`config.mk`:
```
export PLATFORM = sky130hd
export DESIGN_NAME = sasq_sequencer
export DESIGN_NICKNAME = d
export VERILOG_FILES = /design/src/hw/sasq_pkg.sv /design/src/hw/sasq_sequencer.sv
export SDC_FILE = /design/constraint.sdc
export NUM_CORES = 1
export LEC_CHECK = 0
export CORE_MARGIN = 2
export CORE_UTILIZATION = 30
export CTS_CLUSTER_DIAMETER = 120
export DETAILED_ROUTE_END_ITERATION = 7
export DONT_BUFFER_PORTS = 1
export GPL_ROUTABILITY_DRIVEN = 0
export PLACE_DENSITY = 0.52
export SYNTH_ARGS = -nofsm -noshare
export SYNTH_HDL_FRONTEND = slang
export SYNTH_SLANG_ARGS = --single-unit
```
`constraint.sdc`:
```
create_clock -name clk -period 4 [get_ports clk]
set_input_delay 1 -clock clk [delete_from_list [all_inputs] [get_ports clk]]
set_output_delay 1 -clock clk [all_outputs]
set_load 0.02 [all_outputs]
```
`src/hw/sasq_pkg.sv`:
```
package sasq_pkg;
	// register map and bus widths
	localparam int        ADDR_W       = 8;
	localparam int        DATA_W       = 8;
	localparam logic [7:0] OFF_CTRL     = 8'h1E;
	localparam logic [7:0] OFF_SWEEP    = 8'h1F;
	localparam logic [7:0] OFF_RES_BASE = 8'h20;
	localparam logic [7:0] OFF_IRQ      = 8'h70;
	// control and request register field positions
	localparam int        CTRL_CH_LO   = 0;
	localparam int        CTRL_MODE_LO = 3;
	localparam int        CTRL_TRIG    = 5;
	localparam int        CTRL_START   = 6;
	localparam int        CTRL_CLK     = 7;
	localparam int        IRQ_REQ_BIT  = 3;
	// reset values and first trial code
	localparam logic [1:0] SWEEP_RESET = 2'h3;
	localparam logic [2:0] CH_RESET    = 3'h0;
	localparam logic [2:0] LVL_RESET   = 3'h0;
	localparam logic [7:0] SAR_CLEAR   = 8'h00;
	localparam logic [7:0] SAR_MSB     = 8'h80;
	// converter clock dividers, conversion timing in converter clocks, bit and channel counts
	localparam logic [2:0] DIV_SLOW_LAST = 3'h7;
	localparam logic [2:0] DIV_FAST_LAST = 3'h3;
	localparam int        CONV_CYCLES   = 57;
	localparam int        SLOT_CYCLES   = 7;
	localparam int        SAR_BITS      = 8;
	localparam int        N_CH          = 8;
	localparam logic [2:0] MSB_IDX      = 3'h7;
	// conversion modes
	typedef enum logic [1:0] {
		MODE_ONESHOT = 2'h0,
		MODE_REPEAT  = 2'h1,
		MODE_SWEEP1  = 2'h2,
		MODE_SWEEPR  = 2'h3
	} sasq_mode_t;
	// sequencer states
	typedef enum logic [1:0] {
		ST_IDLE = 2'h1,
		ST_CONV = 2'h2
	} sasq_state_t;
endpackage

```
`src/hw/sasq_sequencer.sv`:
```
`timescale 1ns/100ps
// Behaviour
// - clear the approximation register to zero at every conversion start.
// - first trial sets bit 7, then the comparator is evaluated.
// - keep trial bit when reference below input, else clear it.
// - reference code output equals the approximation register.
// - decide bits 7 to 0, then copy value into channel result register.
// - each channel conversion takes exactly 57 converter clocks.
// - control bits 4:3 select one-shot, repeat, single sweep, repeat sweep.
// - internal trigger: setting start flag begins conversion immediately.
// - external trigger: start on falling trigger pin edge while flag is one.
// - one-shot internal: store, raise request, clear start flag, halt.
// - one-shot external: store, raise request, keep start flag at one.
// - one-shot external: falling edge mid-conversion restarts from bit 7.
// - repeat mode converts continuously, no request, flag untouched.
// - one-shot and repeat convert only the selected channel.
// - sweep modes convert 2, 4, 6 or 8 channels, ignore channel field.
// - sweep starts at channel 0 ascending, storing each result at once.
// - single sweep end raises request; internal trigger also clears flag.
// - single sweep external: flag stays; falling edge restarts from channel 0.
// - repeat sweep wraps to channel 0 without request until flag cleared.
// - trigger source bit: zero software flag, one external falling edge.
// - clock select bit: zero divides by 8, one divides by 4.
// - sweep field maps to groups 0-1, 0-3, 0-5, 0-7; resets to 11.
// - request bit clears on acceptance; software may set or clear it.
module sasq_sequencer
#(
	parameter int SLOT_TICKS = sasq_pkg::SLOT_CYCLES // converter clocks per bit
)
(
	input  wire logic                       clk,            // 200 MHz clock
	input  wire logic                       resetn,         // async reset
	input  wire logic [sasq_pkg::ADDR_W-1:0] addr,           // register address
	input  wire logic [sasq_pkg::DATA_W-1:0] wdata,          // write data
	input  wire logic                       wr,             // write strobe
	input  wire logic                       rd,             // read strobe
	output logic      [sasq_pkg::DATA_W-1:0] rdata,          // read data
	input  wire logic                       irq_ack,        // request accepted
	input  wire logic                       cmp_ref_below,  // comparator pin
	input  wire logic                       ext_convert_trigger_n, // trigger pin
	output logic      [sasq_pkg::DATA_W-1:0] ref_code,       // ladder code
	output logic      [2:0]                 analog_channel_sel, // mux select
	output logic                            irq_req,        // request bit
	output logic                            busy            // converting
);
	import sasq_pkg::*;

	// refuse slot lengths that break the conversion length
	if (1 + SAR_BITS * SLOT_TICKS != CONV_CYCLES)
		$error("slot length does not give the conversion length");

	localparam logic [2:0] SLOT_LAST = 3'(SLOT_TICKS - 1);

	sasq_state_t state;
	sasq_mode_t  mode;
	logic [2:0]  ch_field;
	logic        trig_ext;
	logic        start_flag;
	logic        clk_fast;
	logic [1:0]  sweep_field;
	logic [2:0]  irq_level;
	logic [7:0]  results [0:N_CH-1];
	logic        cmp_meta;
	logic        cmp_s;
	logic        trg_meta;
	logic        trg_s;
	logic        trg_d;
	logic [2:0]  div_cnt;
	logic [2:0]  slot;
	logic [2:0]  bit_idx;
	logic        init;
	logic [7:0]  sar_dec;
	logic        tick;
	logic        fall;
	logic        trigger;
	logic        decide;
	logic        done;
	logic        sweeping;
	logic        at_last;
	logic        keep_going;
	logic        irq_set;
	logic        hw_clear;
	logic        wr_ctrl;
	logic        wr_irq;
	logic        is_res;
	logic [5:0]  conv_ticks;

	// two-flop synchronisers for comparator and trigger pin
	always_ff @(posedge clk or negedge resetn)
	begin
		if (!resetn)
		begin
			cmp_meta <= 1'b0;
			cmp_s    <= 1'b0;
			trg_meta <= 1'b1;
			trg_s    <= 1'b1;
			trg_d    <= 1'b1;
		end
		else
		begin
			cmp_meta <= cmp_ref_below;
			cmp_s    <= cmp_meta;
			trg_meta <= ext_convert_trigger_n;
			trg_s    <= trg_meta;
			trg_d    <= trg_s;
		end
	end

	// converter clock tick, divide by 8 or 4
	always_ff @(posedge clk or negedge resetn)
	begin
		if (!resetn)
			div_cnt <= 3'h0;
		else if (div_cnt >= (clk_fast ? DIV_FAST_LAST : DIV_SLOW_LAST))
			div_cnt <= 3'h0;
		else
			div_cnt <= div_cnt + 3'h1;
	end

	// sequencing decode
	always_comb
	begin
		tick     = (div_cnt == (clk_fast ? DIV_FAST_LAST : DIV_SLOW_LAST));
		fall     = trg_d && !trg_s;
		// internal source: flag while idle; external: falling edge with flag
		trigger  = start_flag && (trig_ext ? fall : (state == ST_IDLE));
		sweeping = (mode == MODE_SWEEP1) || (mode == MODE_SWEEPR);
		at_last  = (analog_channel_sel == {sweep_field, 1'b1});
		decide   = (state == ST_CONV) && tick && !init && (slot == SLOT_LAST);
		done     = decide && (bit_idx == 3'h0) && !trigger && start_flag;
		keep_going = (mode == MODE_REPEAT) || (mode == MODE_SWEEPR)
			|| ((mode == MODE_SWEEP1) && !at_last);
		irq_set  = done && ((mode == MODE_ONESHOT)
			|| ((mode == MODE_SWEEP1) && at_last));
		hw_clear = irq_set && !trig_ext;
		wr_ctrl  = wr && (addr == OFF_CTRL);
		wr_irq   = wr && (addr == OFF_IRQ);
		is_res   = (addr[7:4] == OFF_RES_BASE[7:4]) && !addr[0];
	end

	// trial bit takes the comparator verdict
	always_comb
	begin
		sar_dec          = ref_code;
		sar_dec[bit_idx] = cmp_s;
	end

	// control and sweep register fields
	always_ff @(posedge clk or negedge resetn)
	begin
		if (!resetn)
		begin
			ch_field    <= CH_RESET;
			mode        <= MODE_ONESHOT;
			trig_ext    <= 1'b0;
			clk_fast    <= 1'b0;
			sweep_field <= SWEEP_RESET;
		end
		else
		begin
			if (wr_ctrl)
			begin
				ch_field <= wdata[CTRL_CH_LO +: 3];
				mode     <= sasq_mode_t'(wdata[CTRL_MODE_LO +: 2]);
				trig_ext <= wdata[CTRL_TRIG];
				clk_fast <= wdata[CTRL_CLK];
			end
			if (wr && (addr == OFF_SWEEP))
				sweep_field <= wdata[1:0];
		end
	end

	// start flag, a software write of one beats the hardware clear
	always_ff @(posedge clk or negedge resetn)
	begin
		if (!resetn)
			start_flag <= 1'b0;
		else if (wr_ctrl)
			start_flag <= wdata[CTRL_START];
		else if (hw_clear)
			start_flag <= 1'b0;
	end

	// interrupt request bit and priority level, the set wins
	always_ff @(posedge clk or negedge resetn)
	begin
		if (!resetn)
		begin
			irq_req   <= 1'b0;
			irq_level <= LVL_RESET;
		end
		else
		begin
			if (irq_set)
				irq_req <= 1'b1;
			else if (wr_irq)
				irq_req <= wdata[IRQ_REQ_BIT];
			else if (irq_ack)
				irq_req <= 1'b0;
			if (wr_irq)
				irq_level <= wdata[2:0];
		end
	end

	// conversion state machine and approximation register
	always_ff @(posedge clk or negedge resetn)
	begin
		if (!resetn)
		begin
			state              <= ST_IDLE;
			busy               <= 1'b0;
			ref_code           <= SAR_CLEAR;
			init               <= 1'b0;
			slot               <= 3'h0;
			bit_idx            <= MSB_IDX;
			analog_channel_sel <= CH_RESET;
		end
		else if (trigger)
		begin
			// start or retrigger from bit 7 and channel 0 of a sweep
			state              <= ST_CONV;
			busy               <= 1'b1;
			ref_code           <= SAR_CLEAR;
			init               <= 1'b1;
			slot               <= 3'h0;
			bit_idx            <= MSB_IDX;
			analog_channel_sel <= sweeping ? 3'h0 : ch_field;
		end
		else if (!start_flag)
		begin
			// flag cleared: abandon any conversion
			state <= ST_IDLE;
			busy  <= 1'b0;
		end
		else
		begin
			case (state)
				ST_IDLE:
				begin
					busy <= 1'b0;
				end
				ST_CONV:
				begin
					if (tick && init)
					begin
						ref_code <= SAR_MSB;
						init     <= 1'b0;
						slot     <= 3'h0;
					end
					else if (done)
					begin
						ref_code <= SAR_CLEAR;
						init     <= 1'b1;
						bit_idx  <= MSB_IDX;
						slot     <= 3'h0;
						if (keep_going)
						begin
							// repeat, or next channel ascending
							if (mode == MODE_REPEAT)
								analog_channel_sel <= ch_field;
							else if (at_last)
								analog_channel_sel <= 3'h0;
							else
								analog_channel_sel <= analog_channel_sel + 3'h1;
						end
						else
						begin
							state <= ST_IDLE;
							busy  <= 1'b0;
						end
					end
					else if (decide)
					begin
						// verdict for this bit, trial for the next
						ref_code              <= sar_dec;
						ref_code[bit_idx - 3'h1] <= 1'b1;
						bit_idx               <= bit_idx - 3'h1;
						slot                  <= 3'h0;
					end
					else if (tick)
						slot <= slot + 3'h1;
				end
				default:
				begin
					state <= ST_IDLE;
					busy  <= 1'b0;
				end
			endcase
		end
	end

	// per-channel result registers
	always_ff @(posedge clk or negedge resetn)
	begin
		if (!resetn)
		begin
			for (int i = 0; i < N_CH; i++)
				results[i] <= SAR_CLEAR;
		end
		else if (done)
			results[analog_channel_sel] <= sar_dec;
	end

	// register read port, data valid one cycle after the strobe
	always_ff @(posedge clk or negedge resetn)
	begin
		if (!resetn)
			rdata <= 8'h00;
		else if (rd && (addr == OFF_CTRL))
			rdata <= {clk_fast, start_flag, trig_ext, mode, ch_field};
		else if (rd && (addr == OFF_SWEEP))
			rdata <= {6'h00, sweep_field};
		else if (rd && (addr == OFF_IRQ))
			rdata <= {4'h0, irq_req, irq_level};
		else if (rd && is_res)
			rdata <= results[addr[3:1]];
		else
			rdata <= 8'h00;
	end

	// converter clocks since start, for checking only
	always_ff @(posedge clk or negedge resetn)
	begin
		if (!resetn)
			conv_ticks <= 6'h00;
		else if (trigger || done)
			conv_ticks <= 6'h00;
		else if (tick && (state == ST_CONV))
			conv_ticks <= conv_ticks + 6'h01;
	end

	conv_len_a: assert property (@(posedge clk) disable iff (!resetn)
		done |-> (conv_ticks == 6'(CONV_CYCLES - 1)))
		else $error("conversion length wrong");

	sar_clear_a: assert property (@(posedge clk) disable iff (!resetn)
		trigger |=> (ref_code == SAR_CLEAR) && init)
		else $error("register not cleared at start");

	msb_trial_a: assert property (@(posedge clk) disable iff (!resetn)
		(state == ST_CONV && init && tick && !trigger && start_flag)
		|=> (ref_code == SAR_MSB) ##1 (ref_code == SAR_MSB)[*2])
		else $error("first trial not bit 7");

	bit_verdict_a: assert property (@(posedge clk) disable iff (!resetn)
		(decide && !done && !trigger && start_flag)
		|=> (ref_code[$past(bit_idx)] == $past(cmp_s)))
		else $error("trial bit verdict wrong");

	result_store_a: assert property (@(posedge clk) disable iff (!resetn)
		done |=> (results[$past(analog_channel_sel)] == $past(sar_dec)))
		else $error("result not stored");

	oneshot_irq_a: assert property (@(posedge clk) disable iff (!resetn)
		(done && mode == MODE_ONESHOT)
		|=> irq_req && !busy
			&& (start_flag == ($past(wr_ctrl) ? $past(wdata[CTRL_START]) : $past(trig_ext))))
		else $error("one-shot completion wrong");

	repeat_quiet_a: assert property (@(posedge clk) disable iff (!resetn)
		(done && mode == MODE_REPEAT && !irq_req && !wr_irq)
		|=> !irq_req && busy
			&& (start_flag == ($past(wr_ctrl) ? $past(wdata[CTRL_START]) : 1'b1)))
		else $error("repeat mode raised request or stopped");

	sweep_wrap_a: assert property (@(posedge clk) disable iff (!resetn)
		(done && mode == MODE_SWEEPR && at_last)
		|=> (analog_channel_sel == 3'h0) && busy)
		else $error("repeat sweep did not wrap");

	tick_rate_a: assert property (@(posedge clk) disable iff (!resetn)
		tick |=> !tick[*3])
		else $error("converter clock too fast");

	ext_retrig_a: assert property (@(posedge clk) disable iff (!resetn)
		(trig_ext && start_flag && fall && sweeping)
		|=> (analog_channel_sel == 3'h0) && busy)
		else $error("retrigger did not restart at channel 0");
endmodule

```
==> results of run 1 <==
final cells by class:
| type | count | area, sq um | area share |
|---|---|---|---|
| clock inverters | 9 | 128 | 0.0201 |
| multi-input cells | 278 | 2530 | 0.398 |
| inverters | 9 | 33.8 | 0.00532 |
| clock buffers | 23 | 488 | 0.0768 |
| well taps | 229 | 287 | 0.0451 |
| flip-flops and latches | 115 | 2890 | 0.455 |
cell families after synthesis:
group                      synth area share
adders and majority gates            0.0159
muxes                                 0.259
and+or+nand+nor                       0.109
xor gates and xnor gates            0.00953
buffers and inverters                0.0175
DFF                                   0.524
AOI/OAI and AO/OA                    0.0656
layer usage:
layer,share of wire,track usage
met5,0,0
met2,0.48,0.224
met3,0.037,0.0385
met4,0.020,0.0563
met1,0.46,0.176
power by group through the flow:
stage / registers [mW] / logic, mW / clock network, mW
CTS: 1.47 / 0.694 / 1.59
detailed placement: 1.49 / 0.689 / 0
finish: 1.46 / 0.688 / 1.57
floorplan: 1.41 / 0.594 / 0
global route: 1.48 / 0.779 / 1.66
global placement: 1.49 / 0.676 / 0
worst max-delay path, delay by kind of cell (launching register included):
family	cells	cell delay, ps
adders and majority gates	1	220
buffers and inverters	1	180
and+or+nand+nor	4	1540
DFF	1	420
AOI/OAI and AO/OA	1	80
registers in the layout, summed over array words and instances, names as in the netlist, 2 cells and up:
name / cells
state: 2
results: 64
irq_level: 3
ch_field: 3
slot: 3
div_cnt: 3
sweep_field: 2
mode: 2
rdata: 8
bit_idx: 3
analog_channel_sel: 3
ref_code: 8
path summary, 6_finish.rpt:
check / from / endpoint / cells past startpoint
max in group asynchronous: resetn / bit_idx[2] / 0
min in group clk: cmp_meta / cmp_s / 0
min: resetn / div_cnt[1] / 0
max: bit_idx[0] / start_flag / 7
max reg2reg: bit_idx[0] / start_flag / 7
min reg2reg: cmp_meta / cmp_s / 0
cell usage after synthesis, types with 3 or more instances:
master | n | share of area
a211oi_1 | 3 | 0.0041
a31oi_1 | 5 | 0.0057
mux2i_1 | 10 | 0.018
dfstp_2 | 9 | 0.043
nor2_1 | 18 | 0.012
nand3_1 | 9 | 0.0082
clkbuf_1 | 6 | 0.0041
ha_1 | 7 | 0.016
nor4_1 | 3 | 0.0034
o21a_1 | 3 | 0.0041
xnor2_1 | 4 | 0.0064
nand2b_1 | 3 | 0.0034
a21oi_1 | 17 | 0.015
nor3_1 | 4 | 0.0036
nand2_1 | 22 | 0.015
inv_1 | 9 | 0.0061
buf_2 | 5 | 0.0045
o31ai_1 | 9 | 0.012
mux2_2 | 85 | 0.17
nor2b_1 | 3 | 0.0034
mux4_2 | 16 | 0.065
dfrtp_1 | 106 | 0.48
o21ai_0 | 10 | 0.0091
==> flow_summary.ini, run 1 <==
[synthesis]
synth_seq_area_share = 0.524
async_flop_share = 1.00
synthFlopType = dfrtp_1
syn-num-nets = 446
synth_area_sq_mm = 0.00552
synth_edf_count = 0
yosysUniqueCellTypes = 56
yosysWarnings = 0
syn_inst = 416
syn_area_per_cell_sq_um = 13.3
ys_ff_latch = 115

[placed_design]
dp_hpwl_mm = 8.39
io_buffers = 0
dpl_cell_area_sq_mm = 0.00574
place_ws_ps = 1390
place_inst = 631

[global_route]
grt_start_max_net_pins = 116
grt_pass1_wl_mm = 20.5
track_usage = 0.138
grt_remaining_overflow = 0
antenna_found_initial = 0
grt_pass1_vias = 3526

[finish]
post-route-cell-area_sq_mm = 0.00635
fill_cells = 1778
layout_common_cells = dfrtp_1 (106), mux2_2 (85), nand2_1 (22)
drive_above_1_share = 0.359
area_growth_pct = 15.2
postLayoutCoreUtil = 0.353
antenna_cells = 0
final_nets = 451
final_cells = 663
layout_commonest_cell = dfrtp_1

[timing]
timing.final.ws_setup_ps = 1430
fmaxAchievable_mhz = 389
slew_violations = 0
setup_viol = 0
timing.final.crit_period_ps = 2570
slew_headroom = 0.241
finalCritPeriodShare = 0.643
hold_viol = 0
finalSetupTns_ps = 0
grt_setup_unrepaired = false
worst_pin_slew_ps = 1140
fin_skew_ps = 10.5
hold_slack_ps = 281

[detailed_routing]
via_per_inst = 5.00
drt_wl_total_mm = 12.4
post_drt_wl_per_cell_um = 18.7
first_pass_iters = 4
drtIter0Drc = 131
num_vias = 3315
antenna_left = 0
drc_errors = 0

[power_and_ir_drop]
comb_power_share = 0.185
p_leak_nw = 2.92
p_int_mw = 2.59
p_total_mw = 3.72
power_density_mw_per_mm2 = 585
p_switching_mw = 1.13
clkPwrFrac = 0.421
p_seq_frac = 0.394
vdd_drop_max_uv = 399
switching_share = 0.305

[worst_setup_path]
crit_path_end_kind = flop
slowest_stage = nor4b_1
max_stage_delay_ps = 730
r2r_slack_ps = 1430
worstPathArrival_ps = 2850
required_ps = 4280
path_class = reg -> reg
worstPathCellList = inv_1, ha_1, nand2_1, nor4_1, nor4b_1, nor2b_1, o31ai_1
setup.worst_path.start_class = flop
path_max_fanout = 11

[min_path]
worstHoldPathType = in -> async

[die]
initial_core_util = 0.306
die_h_um = 140
num_rows = 49
io_pins = 44
coreArea_sq_mm = 0.0180
die_x_um = 140
dieArea_sq_mm = 0.0195

[clocking]
insertion_delay_ps = 420
cts_sinks = 115
clk_pin_slew_ps = 50
postCtsHoldBufs = 0
post_cts_buffers = 0
htree_levels = 4
clockBufferDepth = 2
cts_tree = built
postCtsResizedCells = 0
cts_root_buffer = clkbuf_16
cts_buffers = 17

[flow_run]
drv_cap = 0

[status]
status = completed
No activity file was read; power rests on OpenSTA's default activity.
==> inputs of run 2 (changes only) <==
ABC_AREA = 1   (was not set)
clock period = 2.52 ns   (was 4 ns; I/O delays follow)
==> flow_summary.ini, run 2 <==
[synthesis]
ys_ff_latch = 115
synth_edf_count = 0
netlist_top_cells_count = nand2_1 (390), dfrtp_1 (106), nand3_1 (71), inv_1 (58), nor2_1 (53)
synth_most_common_cell = nand2_1
synth_area_sq_mm = 0.00602
yosysWarnings = 0
synthFlopType = dfrtp_1
yosys.area.top_type = dfrtp_1
yosysUniqueCellTypes = 31
syn_inst = 814
yosysTopAreaCellShare = 0.441
syn_area_per_cell_sq_um = 7.39
synth_seq_area_share = 0.480
synthTopCellsByArea = dfrtp_1 (44%), nand2_1 (24%), nand3_1 (5.9%)
async_flop_share = 1.00
syn-num-nets = 844

[timing]
worst_pin_slew_ps = 618
hold_viol = 106
setup_viol = 0
slew_headroom = 0.586
finalSetupTns_ps = 0
fmaxAchievable_mhz = 461
fin_skew_ps = 8.27
grt_setup_unrepaired = false
timing.final.crit_period_ps = 2170
hold_slack_ps = -91.1
finalCritPeriodShare = 0.861
slew_violations = 0

[clocking]
post_cts_buffers = 0
cts_sinks = 115
insertion_delay_ps = 420
postCtsResizedCells = 0
htree_levels = 4
clk_pin_slew_ps = 60
clockBufferDepth = 2
cts_tree = built
cts_buffers = 17
cts_root_buffer = clkbuf_16

[global_route]
grt_start_max_net_pins = 116
grt_pass1_vias = 4831
grt_remaining_overflow = 0
antenna_found_initial = 0
grt_pass1_wl_mm = 27.0
track_usage = 0.165

[detailed_routing]
post_drt_wl_per_cell_um = 15.2
num_vias = 4917
drc_errors = 0
first_pass_iters = 4
antenna_left = 0
drt_wl_total_mm = 16.7
drtIter0Drc = 371
via_per_inst = 4.49

[placed_design]
io_buffers = 0
dp_hpwl_mm = 11.4

[finish]
regMostFlops = results
postLayoutCoreUtil = 0.351
layout.area.seq_sq_mm = 0.00289
drive_above_1_share = 0.108
reg_top3 = results: 64 flops, rdata: 8 flops, ref_code: 8 flops
multiInputGateArea_sq_mm = 0.00277
layout_common_cells = nand2_1 (390), dfrtp_1 (106), nand3_1 (71)
fill_cells = 2118
layout_commonest_cell = nand2_1
antenna_cells = 0
final_nets = 847
area_growth_pct = 14.1
largest_register_ffs = 64

[min_path]
worstHoldPathType = in -> async

[die]
die_x_um = 146
die_h_um = 146
initial_core_util = 0.307
coreArea_sq_mm = 0.0196
dieArea_sq_mm = 0.0212
io_pins = 44
num_rows = 51

[flow_run]
drv_cap = 0

[worst_setup_path]
path_max_fanout = 12
worstPathArrival_ps = 2530
setup.worst_path.start_class = flop
crit_path_end_kind = flop
required_ps = 2880
path_class = reg -> reg

[status]
status = finished with violations
violations = hold timing

[power_and_ir_drop]
p_leak_nw = 3.59
vdd_drop_max_uv = 411
power_density_mw_per_mm2 = 697
[run 2: final timing paths]
check / from / to / slack [ps] / depth (start not counted)
setup / recovery: bit_idx[0] / results[43] / 350 / 11
hold / removal: resetn / init / -90 / 0
setup reg to reg: bit_idx[0] / results[43] / 350 / 11
hold reg to reg: cmp_meta / cmp_s / 350 / 0
max in group asynchronous: resetn / sweep_field[1] / 2360 / 0
min in group clk: ext_convert_trigger_n / trg_meta / 210 / 0
[run 2: power by group]
group | switching, mW | internal [mW]
Clock | 0.905 | 1.60
Combinational | 0.201 | 0.110
Sequential | 0.0674 | 1.90
Total | 1.17 | 3.61
[run 2: logic make-up after synthesis]
logic type / Yosys count / share of synthesized area
xor+xnor: 2 / 0.00291
buf+inv: 85 / 0.0603
fa+ha+maj: 7 / 0.0146
simple gates: 557 / 0.399
compound gates: 48 / 0.0435
flops: 115 / 0.480
[run 2: critical path, cell delays in order (launching register included)]
cell and delay (ps):
dfstp_2 630, clkinv_1 260, ha_1 280, inv_1 90
nor2_4 40, inv_1 60, nor2_2 40, nand2_2 260
nor2_4 100, nand2_2 200, nand2_1 80, nand2_1 60
[run 2: area by class of cell]
cell class,instances,area share
sequential,115,0.421
tap,265,0.0483
clock inverter,13,0.0231
inverter,66,0.0361
clock buffer,19,0.0659
multi-input combinational,614,0.403
timing repair buffer,3,0.00328
[run 2: per-stage QoR]
stage | worst slack, ps | area, sq um | power (mW) | instances | hold slack (ps)
after global routing | 119 | 6870 | 4.98 | 1095 | -118
after floorplan | 823 | 6020 | 2.25 | 814 | 331
final | 351 | 6870 | 4.79 | 1095 | -91.1
after global placement | 386 | 6260 | 2.32 | 1063 | 334
after detailed placement | 349 | 6260 | 2.32 | 1063 | 335
after CTS | 333 | 6870 | 4.84 | 1095 | -106
[run 2: per-layer routing]
| metal | GRT usage | wire (um) | vias to the layer above |
|---|---|---|---|
| li1 | - | - | 2538 |
| met1 | 0.226 | 8010 | 2264 |
| met2 | 0.255 | 7580 | 101 |
| met3 | 0.0473 | 875 | 14 |
| met4 | 0.0441 | 203 | 0 |
| met5 | 0 | 0 | - |
